[src/dfs_pkg.sv]
`default_nettype none
package dfs_pkg;

   // ----------------------------------------------------------------
   // spreading code and scrambler
   // ----------------------------------------------------------------
   // chips left to right are bit 10 down to bit 0, +1 coded as 1
   localparam logic [10:0] BARKER_CODE = 11'h5B8;
   localparam logic [3:0] LAST_CHIP = 4'hA;
   localparam logic [6:0] SCR_SEED = 7'h10;
   localparam int SCR_TAP_A = 3;
   localparam int SCR_TAP_B = 6;

   // ----------------------------------------------------------------
   // frame field lengths in symbols
   // ----------------------------------------------------------------
   localparam logic [6:0] TRAIN_LAST = 7'h75;
   localparam logic [6:0] DELIM_LAST = 7'h03;
   localparam logic [6:0] CARR_LAST = 7'h07;
   localparam logic [6:0] NID_LAST = 7'h0F;
   localparam logic [6:0] ED_NONDATA_SYMS = 7'h02;
   localparam logic [3:0] NID_MSB = 4'hF;

   // ----------------------------------------------------------------
   // phase jumps in quarter turns
   // ----------------------------------------------------------------
   localparam logic [1:0] JUMP_0 = 2'h0;
   localparam logic [1:0] JUMP_P90 = 2'h1;
   localparam logic [1:0] JUMP_180 = 2'h2;
   localparam logic [1:0] JUMP_M90 = 2'h3;
   localparam logic [1:0] PHASE_INIT = 2'h0;

   // ----------------------------------------------------------------
   // timing
   // ----------------------------------------------------------------
   localparam int SYS_CLK_HZ = 20_000_000;
   localparam int CHIP_RATE_HZ = 11_000_000;
   localparam int RATE_UNIT_HZ = 1_000_000;
   localparam logic [5:0] ACC_STEP = 6'(CHIP_RATE_HZ / RATE_UNIT_HZ);
   localparam logic [5:0] ACC_MOD = 6'(SYS_CLK_HZ / RATE_UNIT_HZ);

   // ----------------------------------------------------------------
   // management word layout
   // ----------------------------------------------------------------
   localparam logic [4:0] MG_LAST_BIT = 5'h1F;
   localparam int MG_TXL_MSB = 15;
   localparam int MG_TXL_LSB = 9;
   localparam int MG_RXT_MSB = 8;
   localparam int MG_RXT_LSB = 1;
   localparam int MG_RATE_BIT = 0;

   typedef enum logic [2:0] {
      FLD_IDLE,
      FLD_TRAIN,
      FLD_SD,
      FLD_CARR,
      FLD_NID,
      FLD_BODY,
      FLD_ED
   } dfs_field_e;

endpackage
`default_nettype wire

[src/dfs_frame_spreader.sv]
`timescale 1ns/1ns
`default_nettype none
module dfs_frame_spreader
   import dfs_pkg::*;
(
   input wire logic sys_clk,
   input wire logic rstn,
   input wire logic tx_start,
   input wire logic [15:0] network_identifier,
   input wire logic tx_bit,
   input wire logic tx_valid,
   input wire logic tx_last,
   output logic tx_ready,
   output logic tx_busy,
   output logic tx_underrun,
   output logic chip_valid,
   output logic chip_i,
   output logic chip_q,
   output logic chip_nondata,
   input wire logic mgmt_clk,
   input wire logic mgmt_ctl,
   output logic mgmt_sta,
   output logic [6:0] tx_level,
   output logic [7:0] rx_threshold,
   output logic rate_reduced,
   input wire logic [7:0] rx_level,
   input wire logic [7:0] rx_quality,
   input wire logic [7:0] rx_noise,
   input wire logic rx_rate_reduced
);

   typedef struct packed {
      dfs_field_e fld;
      logic [6:0] cnt;
      logic [3:0] chip;
      logic [5:0] acc;
      logic [6:0] scr;
      logic [1:0] q;
      logic nd;
      logic rate_low;
      logic [15:0] network_ident_select;
      logic [1:0] nb;
      logic [1:0] ncnt;
      logic last_seen;
      logic underrun;
      logic cv;
      logic ci;
      logic cq;
      logic cnd;
      logic [1:0] mck_s;
      logic [1:0] mct_s;
      logic mck_prev;
      logic [4:0] mcnt;
      logic [15:0] ctl_sh;
      logic [31:0] sta_sh;
      logic [6:0] txl;
      logic [7:0] rxt;
      logic rate_sel;
   } dfs_state_s;

   dfs_state_s st_reg;
   dfs_state_s st_next;

   // ----------------------------------------------------------------
   // helpers
   // ----------------------------------------------------------------
   // returns {scrambled bit, new register}
   function automatic logic [7:0] scr_step(input logic [6:0] s, input logic b);
      logic o;
      o = b ^ s[SCR_TAP_A] ^ s[SCR_TAP_B];
      return {o, s[5:0], o};
   endfunction

   function automatic logic [1:0] map_normal(input logic d0, input logic d1);
      logic [1:0] j;
      unique case ({d0, d1})
         2'b00: j = JUMP_0;
         2'b01: j = JUMP_P90;
         2'b11: j = JUMP_180;
         default: j = JUMP_M90;
      endcase
      return j;
   endfunction

   // ----------------------------------------------------------------
   // next state
   // ----------------------------------------------------------------
   always_comb begin
      logic [5:0] acc_sum;
      logic tick;
      logic boundary;
      logic take;
      logic [1:0] need;
      logic have;
      logic do_sym;
      logic body_first;
      logic [6:0] s;
      logic [7:0] sr;
      logic sd0;
      logic sd1;
      logic [1:0] jump;
      logic [1:0] q_in;
      logic sym_nd;
      logic code_chip;
      logic nid_bit;
      logic mrise;
      st_next = st_reg;
      acc_sum = st_reg.acc + ACC_STEP;
      tick = 1'b0;
      do_sym = 1'b0;
      body_first = 1'b0;
      s = st_reg.scr;
      sr = 8'h00;
      sd0 = 1'b0;
      sd1 = 1'b0;
      jump = JUMP_0;
      q_in = st_reg.q;
      sym_nd = 1'b0;
      code_chip = 1'b0;
      nid_bit = 1'b0;
      need = st_reg.rate_low ? 2'h1 : 2'h2;
      have = (st_reg.ncnt == need) || (st_reg.last_seen && st_reg.ncnt != 2'h0);

      // chip tick: 11 of every 20 clocks on average
      if (acc_sum >= ACC_MOD) begin
         tick = 1'b1;
         st_next.acc = acc_sum - ACC_MOD;
      end else begin
         st_next.acc = acc_sum;
      end
      boundary = tick && st_reg.chip == LAST_CHIP && st_reg.fld != FLD_IDLE;

      // body bits are gathered ahead of the symbol that uses them
      tx_ready = (st_reg.fld == FLD_NID || st_reg.fld == FLD_BODY) && st_reg.ncnt < need
                 && !st_reg.last_seen && !boundary;
      take = tx_ready && tx_valid;
      if (take) begin
         st_next.nb[st_reg.ncnt[0]] = tx_bit;
         st_next.ncnt = st_reg.ncnt + 2'h1;
         st_next.last_seen = tx_last;
      end

      // ----------------------------------------------------------------
      // chip output
      // ----------------------------------------------------------------
      st_next.cv = 1'b0;
      if (tick && st_reg.fld != FLD_IDLE) begin
         if (st_reg.nd) begin
            code_chip = BARKER_CODE[st_reg.chip];
         end else begin
            code_chip = BARKER_CODE[LAST_CHIP - st_reg.chip];
         end
         st_next.cv = 1'b1;
         st_next.ci = code_chip ^ ~(st_reg.q == 2'h0 || st_reg.q == 2'h3);
         st_next.cq = code_chip ^ ~(st_reg.q == 2'h0 || st_reg.q == 2'h1);
         st_next.cnd = st_reg.nd;
         st_next.chip = st_reg.chip + 4'h1;
      end

      // ----------------------------------------------------------------
      // field sequencing
      // ----------------------------------------------------------------
      if (st_reg.fld == FLD_IDLE) begin
         if (tx_start) begin
            st_next.fld = FLD_TRAIN;
            st_next.cnt = 7'h00;
            st_next.chip = 4'h0;
            st_next.network_ident_select = network_identifier;
            st_next.rate_low = st_reg.rate_sel;
            st_next.underrun = 1'b0;
            st_next.last_seen = 1'b0;
            st_next.ncnt = 2'h0;
            st_next.nb = 2'h0;
            s = SCR_SEED;
            q_in = PHASE_INIT;
            do_sym = 1'b1;
         end
      end else if (boundary) begin
         st_next.chip = 4'h0;
         do_sym = 1'b1;
         st_next.cnt = st_reg.cnt + 7'h01;
         unique case (st_reg.fld)
            FLD_TRAIN: begin
               if (st_reg.cnt == TRAIN_LAST) begin
                  st_next.fld = FLD_SD;
                  st_next.cnt = 7'h00;
               end
            end
            FLD_SD: begin
               if (st_reg.cnt == DELIM_LAST) begin
                  st_next.fld = FLD_CARR;
                  st_next.cnt = 7'h00;
               end
            end
            FLD_CARR: begin
               if (st_reg.cnt == CARR_LAST) begin
                  st_next.fld = FLD_NID;
                  st_next.cnt = 7'h00;
               end
            end
            FLD_NID, FLD_BODY: begin
               if (st_reg.fld == FLD_BODY || st_reg.cnt == NID_LAST) begin
                  st_next.cnt = 7'h00;
                  if (have) begin
                     st_next.fld = FLD_BODY;
                     body_first = st_reg.fld != FLD_BODY;
                  end else begin
                     st_next.fld = FLD_ED;
                     st_next.underrun = !st_reg.last_seen;
                  end
               end
            end
            FLD_ED: begin
               if (st_reg.cnt == DELIM_LAST) begin
                  st_next.fld = FLD_IDLE;
                  st_next.cnt = 7'h00;
                  do_sym = 1'b0;
               end
            end
            default: begin
               st_next.fld = FLD_IDLE;
               do_sym = 1'b0;
            end
         endcase
      end

      // ----------------------------------------------------------------
      // symbol build for the field just entered
      // ----------------------------------------------------------------
      if (do_sym) begin
         unique case (st_next.fld)
            FLD_TRAIN: begin
               sr = scr_step(s, 1'b0);
               sd0 = sr[7];
               sr = scr_step(sr[6:0], 1'b1);
               s = sr[6:0];
               jump = sd0 ? JUMP_M90 : JUMP_P90;
            end
            FLD_SD: begin
               jump = map_normal(1'b0, 1'b1);
               sym_nd = st_next.cnt == 7'h00;
            end
            FLD_CARR: begin
               jump = map_normal(1'b1, 1'b0);
            end
            FLD_NID: begin
               nid_bit = st_reg.network_ident_select[NID_MSB - st_next.cnt[3:0]];
               jump = nid_bit ? map_normal(1'b1, 1'b0) : map_normal(1'b0, 1'b1);
            end
            FLD_BODY: begin
               if (body_first) begin
                  s = SCR_SEED;
               end
               sr = scr_step(s, st_reg.nb[0]);
               sd0 = sr[7];
               s = sr[6:0];
               if (st_reg.rate_low) begin
                  jump = sd0 ? JUMP_M90 : JUMP_P90;
               end else begin
                  sr = scr_step(s, st_reg.nb[1]);
                  sd1 = sr[7];
                  s = sr[6:0];
                  jump = map_normal(sd0, sd1);
               end
               st_next.nb = 2'h0;
               st_next.ncnt = 2'h0;
            end
            FLD_ED: begin
               jump = map_normal(1'b0, 1'b1);
               sym_nd = st_next.cnt < ED_NONDATA_SYMS;
            end
            default: begin
               jump = JUMP_0;
            end
         endcase
         st_next.scr = s;
         st_next.q = q_in + jump;
         st_next.nd = sym_nd;
      end

      // ----------------------------------------------------------------
      // management port
      // ----------------------------------------------------------------
      st_next.mck_s = {st_reg.mck_s[0], mgmt_clk};
      st_next.mct_s = {st_reg.mct_s[0], mgmt_ctl};
      st_next.mck_prev = st_reg.mck_s[1];
      mrise = st_reg.mck_s[1] && !st_reg.mck_prev;
      if (mrise) begin
         st_next.ctl_sh = {st_reg.ctl_sh[14:0], st_reg.mct_s[1]};
         st_next.sta_sh = {st_reg.sta_sh[30:0], 1'b0};
         st_next.mcnt = st_reg.mcnt + 5'h01;
         if (st_reg.mcnt == MG_LAST_BIT) begin
            st_next.txl = st_next.ctl_sh[MG_TXL_MSB:MG_TXL_LSB];
            st_next.rxt = st_next.ctl_sh[MG_RXT_MSB:MG_RXT_LSB];
            st_next.rate_sel = st_next.ctl_sh[MG_RATE_BIT];
            st_next.sta_sh = {rx_level, rx_quality, rx_noise, 7'h00, rx_rate_reduced};
         end
      end
   end

   always_ff @(posedge sys_clk or negedge rstn) begin
      if (!rstn) begin
         st_reg <= '0;
      end else begin
         st_reg <= st_next;
      end
   end

   // ----------------------------------------------------------------
   // outputs
   // ----------------------------------------------------------------
   assign tx_busy = st_reg.fld != FLD_IDLE;
   assign tx_underrun = st_reg.underrun;
   assign chip_valid = st_reg.cv;
   assign chip_i = st_reg.ci;
   assign chip_q = st_reg.cq;
   assign chip_nondata = st_reg.cnd;
   assign mgmt_sta = st_reg.sta_sh[31];
   assign tx_level = st_reg.txl;
   assign rx_threshold = st_reg.rxt;
   assign rate_reduced = st_reg.rate_sel;

endmodule
`default_nettype wire

[config.mk]
export PLATFORM = sky130hd
export DESIGN_NAME = dfs_frame_spreader
export DESIGN_NICKNAME = d
export VERILOG_FILES = /design/src/dfs_pkg.sv /design/src/dfs_frame_spreader.sv
export SDC_FILE = /design/constraint.sdc
export NUM_CORES = 1
export LEC_CHECK = 0
export ABC_AREA = 1
export BUFFER_PORTS_ARGS = -buffer_cell sky130_fd_sc_hd__clkbuf_2
export CAP_MARGIN = 10
export CORE_MARGIN = 8
export CORE_UTILIZATION = 53
export CTS_CLUSTER_DIAMETER = 150
export DETAILED_ROUTE_END_ITERATION = 10
export GPL_TIMING_DRIVEN = 0
export PLACE_DENSITY_LB_ADDON = 0.15
export SETUP_SLACK_MARGIN = 0.15
export SYNTH_ARGS = -nofsm -noshare
export SYNTH_HDL_FRONTEND = slang
export SYNTH_SLANG_ARGS = --single-unit
[constraint.sdc]
create_clock -name sys_clk -period 3 [get_ports sys_clk]
set_input_delay 0.6 -clock sys_clk [delete_from_list [all_inputs] [get_ports sys_clk]]
set_output_delay 0.6 -clock sys_clk [all_outputs]
set_load 0.05 [all_outputs]
==> metrics.txt <==
status finished, final reports clean; Post-Synthesis Cells 817; crit end category register; CTS Buf Count 17; top sig layer met4; Clock Sinks 130; Clock transition at path regs 0.06 ns; Crit path top cell by count nand3_4; Cell Area, Synth 6660 µm²; final setup fails 0; gr ovfl total 0; Setup TNS 0 ns; Die X-Extent 128 µm; root buffer cell clkbuf_16; max-cap violation count 0; post-synthesis adder-cell area fraction 0.0301; post-layout util 0.657; DP Area 7310 µm²; Worst path max stage delay 0.38 ns; global-route wire length before repair 27,300 µm; Ports 73; die height 128 µm; GRT Overall Usage 0.208; relative max-transition margin 0.634; die footprint 16,400 µm²; diode count 0; Synth area leaders dfrtp_1, nand2_1, o21ai_0; Yosys top cell by area dfrtp_1; Clock Path Buffers 2; Leak Pwr 4.03 nW; Routed WL 16,100 µm; routed via count 5,799; hold-fix buffer count after cts 0; proportion of synthesized area in mux cells 0.00319; power density over the cells 555 nW/µm²; first-iteration detailed-routing DRC count 381; met2 wire len 8090 µm; largest family of logic cells by synthesized area simple AND/OR/NAND/NOR gates; met3 WL 588 µm; synthesized flop and latch total 130; compound-cell area share of the yosys netlist 0.138; sequential fraction of the synthesis area 0.488; # DRC 0; Largest register FFs 105; Tcrit/Tclk final 0.995; final hold vios 0; H-tree lvl count 4; simple-gate area share of the yosys netlist 0.231; Crit Reg-Reg Endpoint st_reg[103]; largest net degree at the start of global routing 104; Critical Path Start Type register; initial antenna violation count 0; HP Class input port to async pin; Top delay family on crit path simple AND/OR/NAND/NOR gates; share of the synthesized area in the top cell type 0.488; final-stage net count 996; core area 12,500 µm²; synthesized area per cell 8.15 µm²; Post-synth ARST share 1.00; CTS tree done; critical path arrival 3.29 ns; Primary FF master, synth dfrtp_1; clk_skew 0.00695 ns; DR vias/cell 5.22; Worst R2R Start st_reg[112]; Slowest-stage cell, CP dfrtp_1; Ys Warns 0; drt wl/cell 14.5 µm; met1 WL 6970 µm; critical path class register to register; worst-path maximum fanout 3; worst-case vdd ir drop 0.446 mV; Post-DRT Antenna Nets 0; required time worst endpoint 3.31 ns; r2r setup slk 0.02 ns; post-route design area 8190 µm²; # rows 41; syn_nets 882; drt pass-1 iters 5; RSZ-0062 raised after global routing true; Unique masters post-synth 46; number of synthesized flops with an enable pin 0; Slew Limit Fails 0; layout cells sized above 1 0.209; Area Growth Syn to Fin 23.0%; vias in the first global route 5,858; Initial Utilization 0.534; CP bufs+invs 5; worst-case reg-to-reg path depth 24; worst slew pin tran 0.549 ns; XOR/XNOR Fraction of Synth Area 0.0222; number of port buffers 72; worst skew pair latency 0.41 ns; Cell Chain, Critical Path inv_2 > ha_4 > xor2_2 > inv_2 > ha_4 > nand3_4 > nand3_4 > nand3_4 > inv_6 > nand3_4 > nand2_2 > xnor2_1 > inv_1 > a21oi_1 > o21ai_1 > a21oi_1 > o22ai_2 > ha_2 > xor2_2 > inv_1 > nand3_1 > nand2_1 > nand2_1 > nand2_1; Max Fclk 335 MHz; HPWL after detailed placement 11,300 µm; Tmin final 2.98 ns; routability congestion estimate 0.884
-- layout make-up --
| cell class | instances | area, µm² |
|---|---|---|
| Sequential cell | 130 | 3250 |
| Buffer | 44 | 238 |
| Fill cell | 1100 | 4270 |
| Clock buffer | 21 | 470 |
| Inverter | 91 | 347 |
| Multi-Input combinational cell | 552 | 2980 |
| Timing Repair Buffer | 95 | 586 |
| Clock inverter | 6 | 108 |
| Tap cell | 172 | 215 |
-- worst max-delay path by stage --
stage | from | to | slack (ns) | cells past startpoint
finish | st_reg[112] | st_reg[103] | 0.02 | 24
global route | st_reg[111] | st_reg[103] | -0.18 | 23
global placement | rstn | tx_level[4] | -0.68 | 1
detailed placement | st_reg[111] | st_reg[103] | -0.40 | 23
CTS | st_reg[112] | st_reg[103] | 0.05 | 25
floorplan | st_reg[111] | st_reg[103] | 0.09 | 24
-- per-layer routing --
layer  global-route usage  vias up
met4               0.0811        0
met3               0.0428       24
met5                    0        -
li1                     -     2867
met1                0.252     2773
met2                0.355      135
-- layout by cell type (no fill, tap or decap), types with 3 or more instances in the layout --
| cell | n |
|---|---|
| clkbuf_16 | 18 |
| o211ai_1 | 4 |
| nand3b_1 | 4 |
| clkbuf_8 | 4 |
| dfrtp_1 | 130 |
| xnor2_1 | 3 |
| nor3_1 | 5 |
| nor2_1 | 67 |
| o21ai_4 | 3 |
| nor2_2 | 3 |
| nand2_2 | 11 |
| a211oi_1 | 3 |
| bufinv_16 | 3 |
| nand2_4 | 4 |
| nand2_1 | 202 |
| xor2_1 | 10 |
| nand4_1 | 12 |
| clkinv_1 | 3 |
| o21ai_0 | 108 |
| buf_4 | 39 |
| inv_1 | 79 |
| buf_2 | 3 |
| clkbuf_2 | 71 |
| nand3_4 | 5 |
| inv_2 | 8 |
| nand3_1 | 35 |
| a21oi_1 | 21 |
| ha_1 | 13 |
| clkbuf_1 | 21 |
| o31ai_1 | 5 |
-- worst register-to-register path, stage by stage (launching register included) --
cell     delay, ns
dfrtp_1       0.38
inv_2         0.07
ha_4          0.17
xor2_2        0.15
inv_2         0.10
ha_4          0.14
nand3_4       0.07
nand3_4       0.09
nand3_4       0.10
inv_6         0.08
nand3_4       0.09
nand2_2       0.11
xnor2_1       0.11
inv_1         0.09
a21oi_1       0.13
o21ai_1       0.08
a21oi_1       0.18
o22ai_2       0.09
ha_2          0.21
xor2_2        0.16
inv_1         0.06
nand3_1       0.08
nand2_1       0.05
nand2_1       0.05
nand2_1       0.04
-- per-stage QoR --
stage / total power [mW] / worst slack (ns) / hold WS [ns] / cells
after CTS: 4.60 / 0.0457 / 0.0624 / 1102
after global routing: 4.74 / -0.180 / 0.0769 / 1111
after detailed placement: 2.51 / -0.405 / 0.341 / 1062
final: 4.55 / 0.0160 / 0.0638 / 1111
after floorplan: 2.33 / 0.0868 / 0.304 / 817
after global placement: 2.48 / -0.680 / 0.334 / 1061
-- cells by family after synthesis --
group,count (synthesis)
mux,2
compound gates,163
flops,130
simple gates,355
buf+inv,135
xor+xnor,16
fa+ha+maj,16
-- report_power, final --
part | switching, mW | total [mW] | internal, mW
Sequential | 0.105 | 2.04 | 1.94
Clock | 0.707 | 2.05 | 1.34
Combinational | 0.286 | 0.454 | 0.169
Total | 1.10 | 4.55 | 3.45
-- cell usage after synthesis (all sizes together), types with 13 or more instances --
cell      n
nand4    13
xor2     13
buf      23
o21ai   115
nor2     72
inv      88
dfrtp   130
nand3    41
a21oi    23
clkbuf   21
ha       16
nand2   217
-- what timing repair did --
action,in CTS,in global routing
setup buffers,13,9
pin swaps,11,13
endpoints found under the setup margin,3,8
resized for setup,24,10
Note: power is estimated with default switching activity, not from simulation.
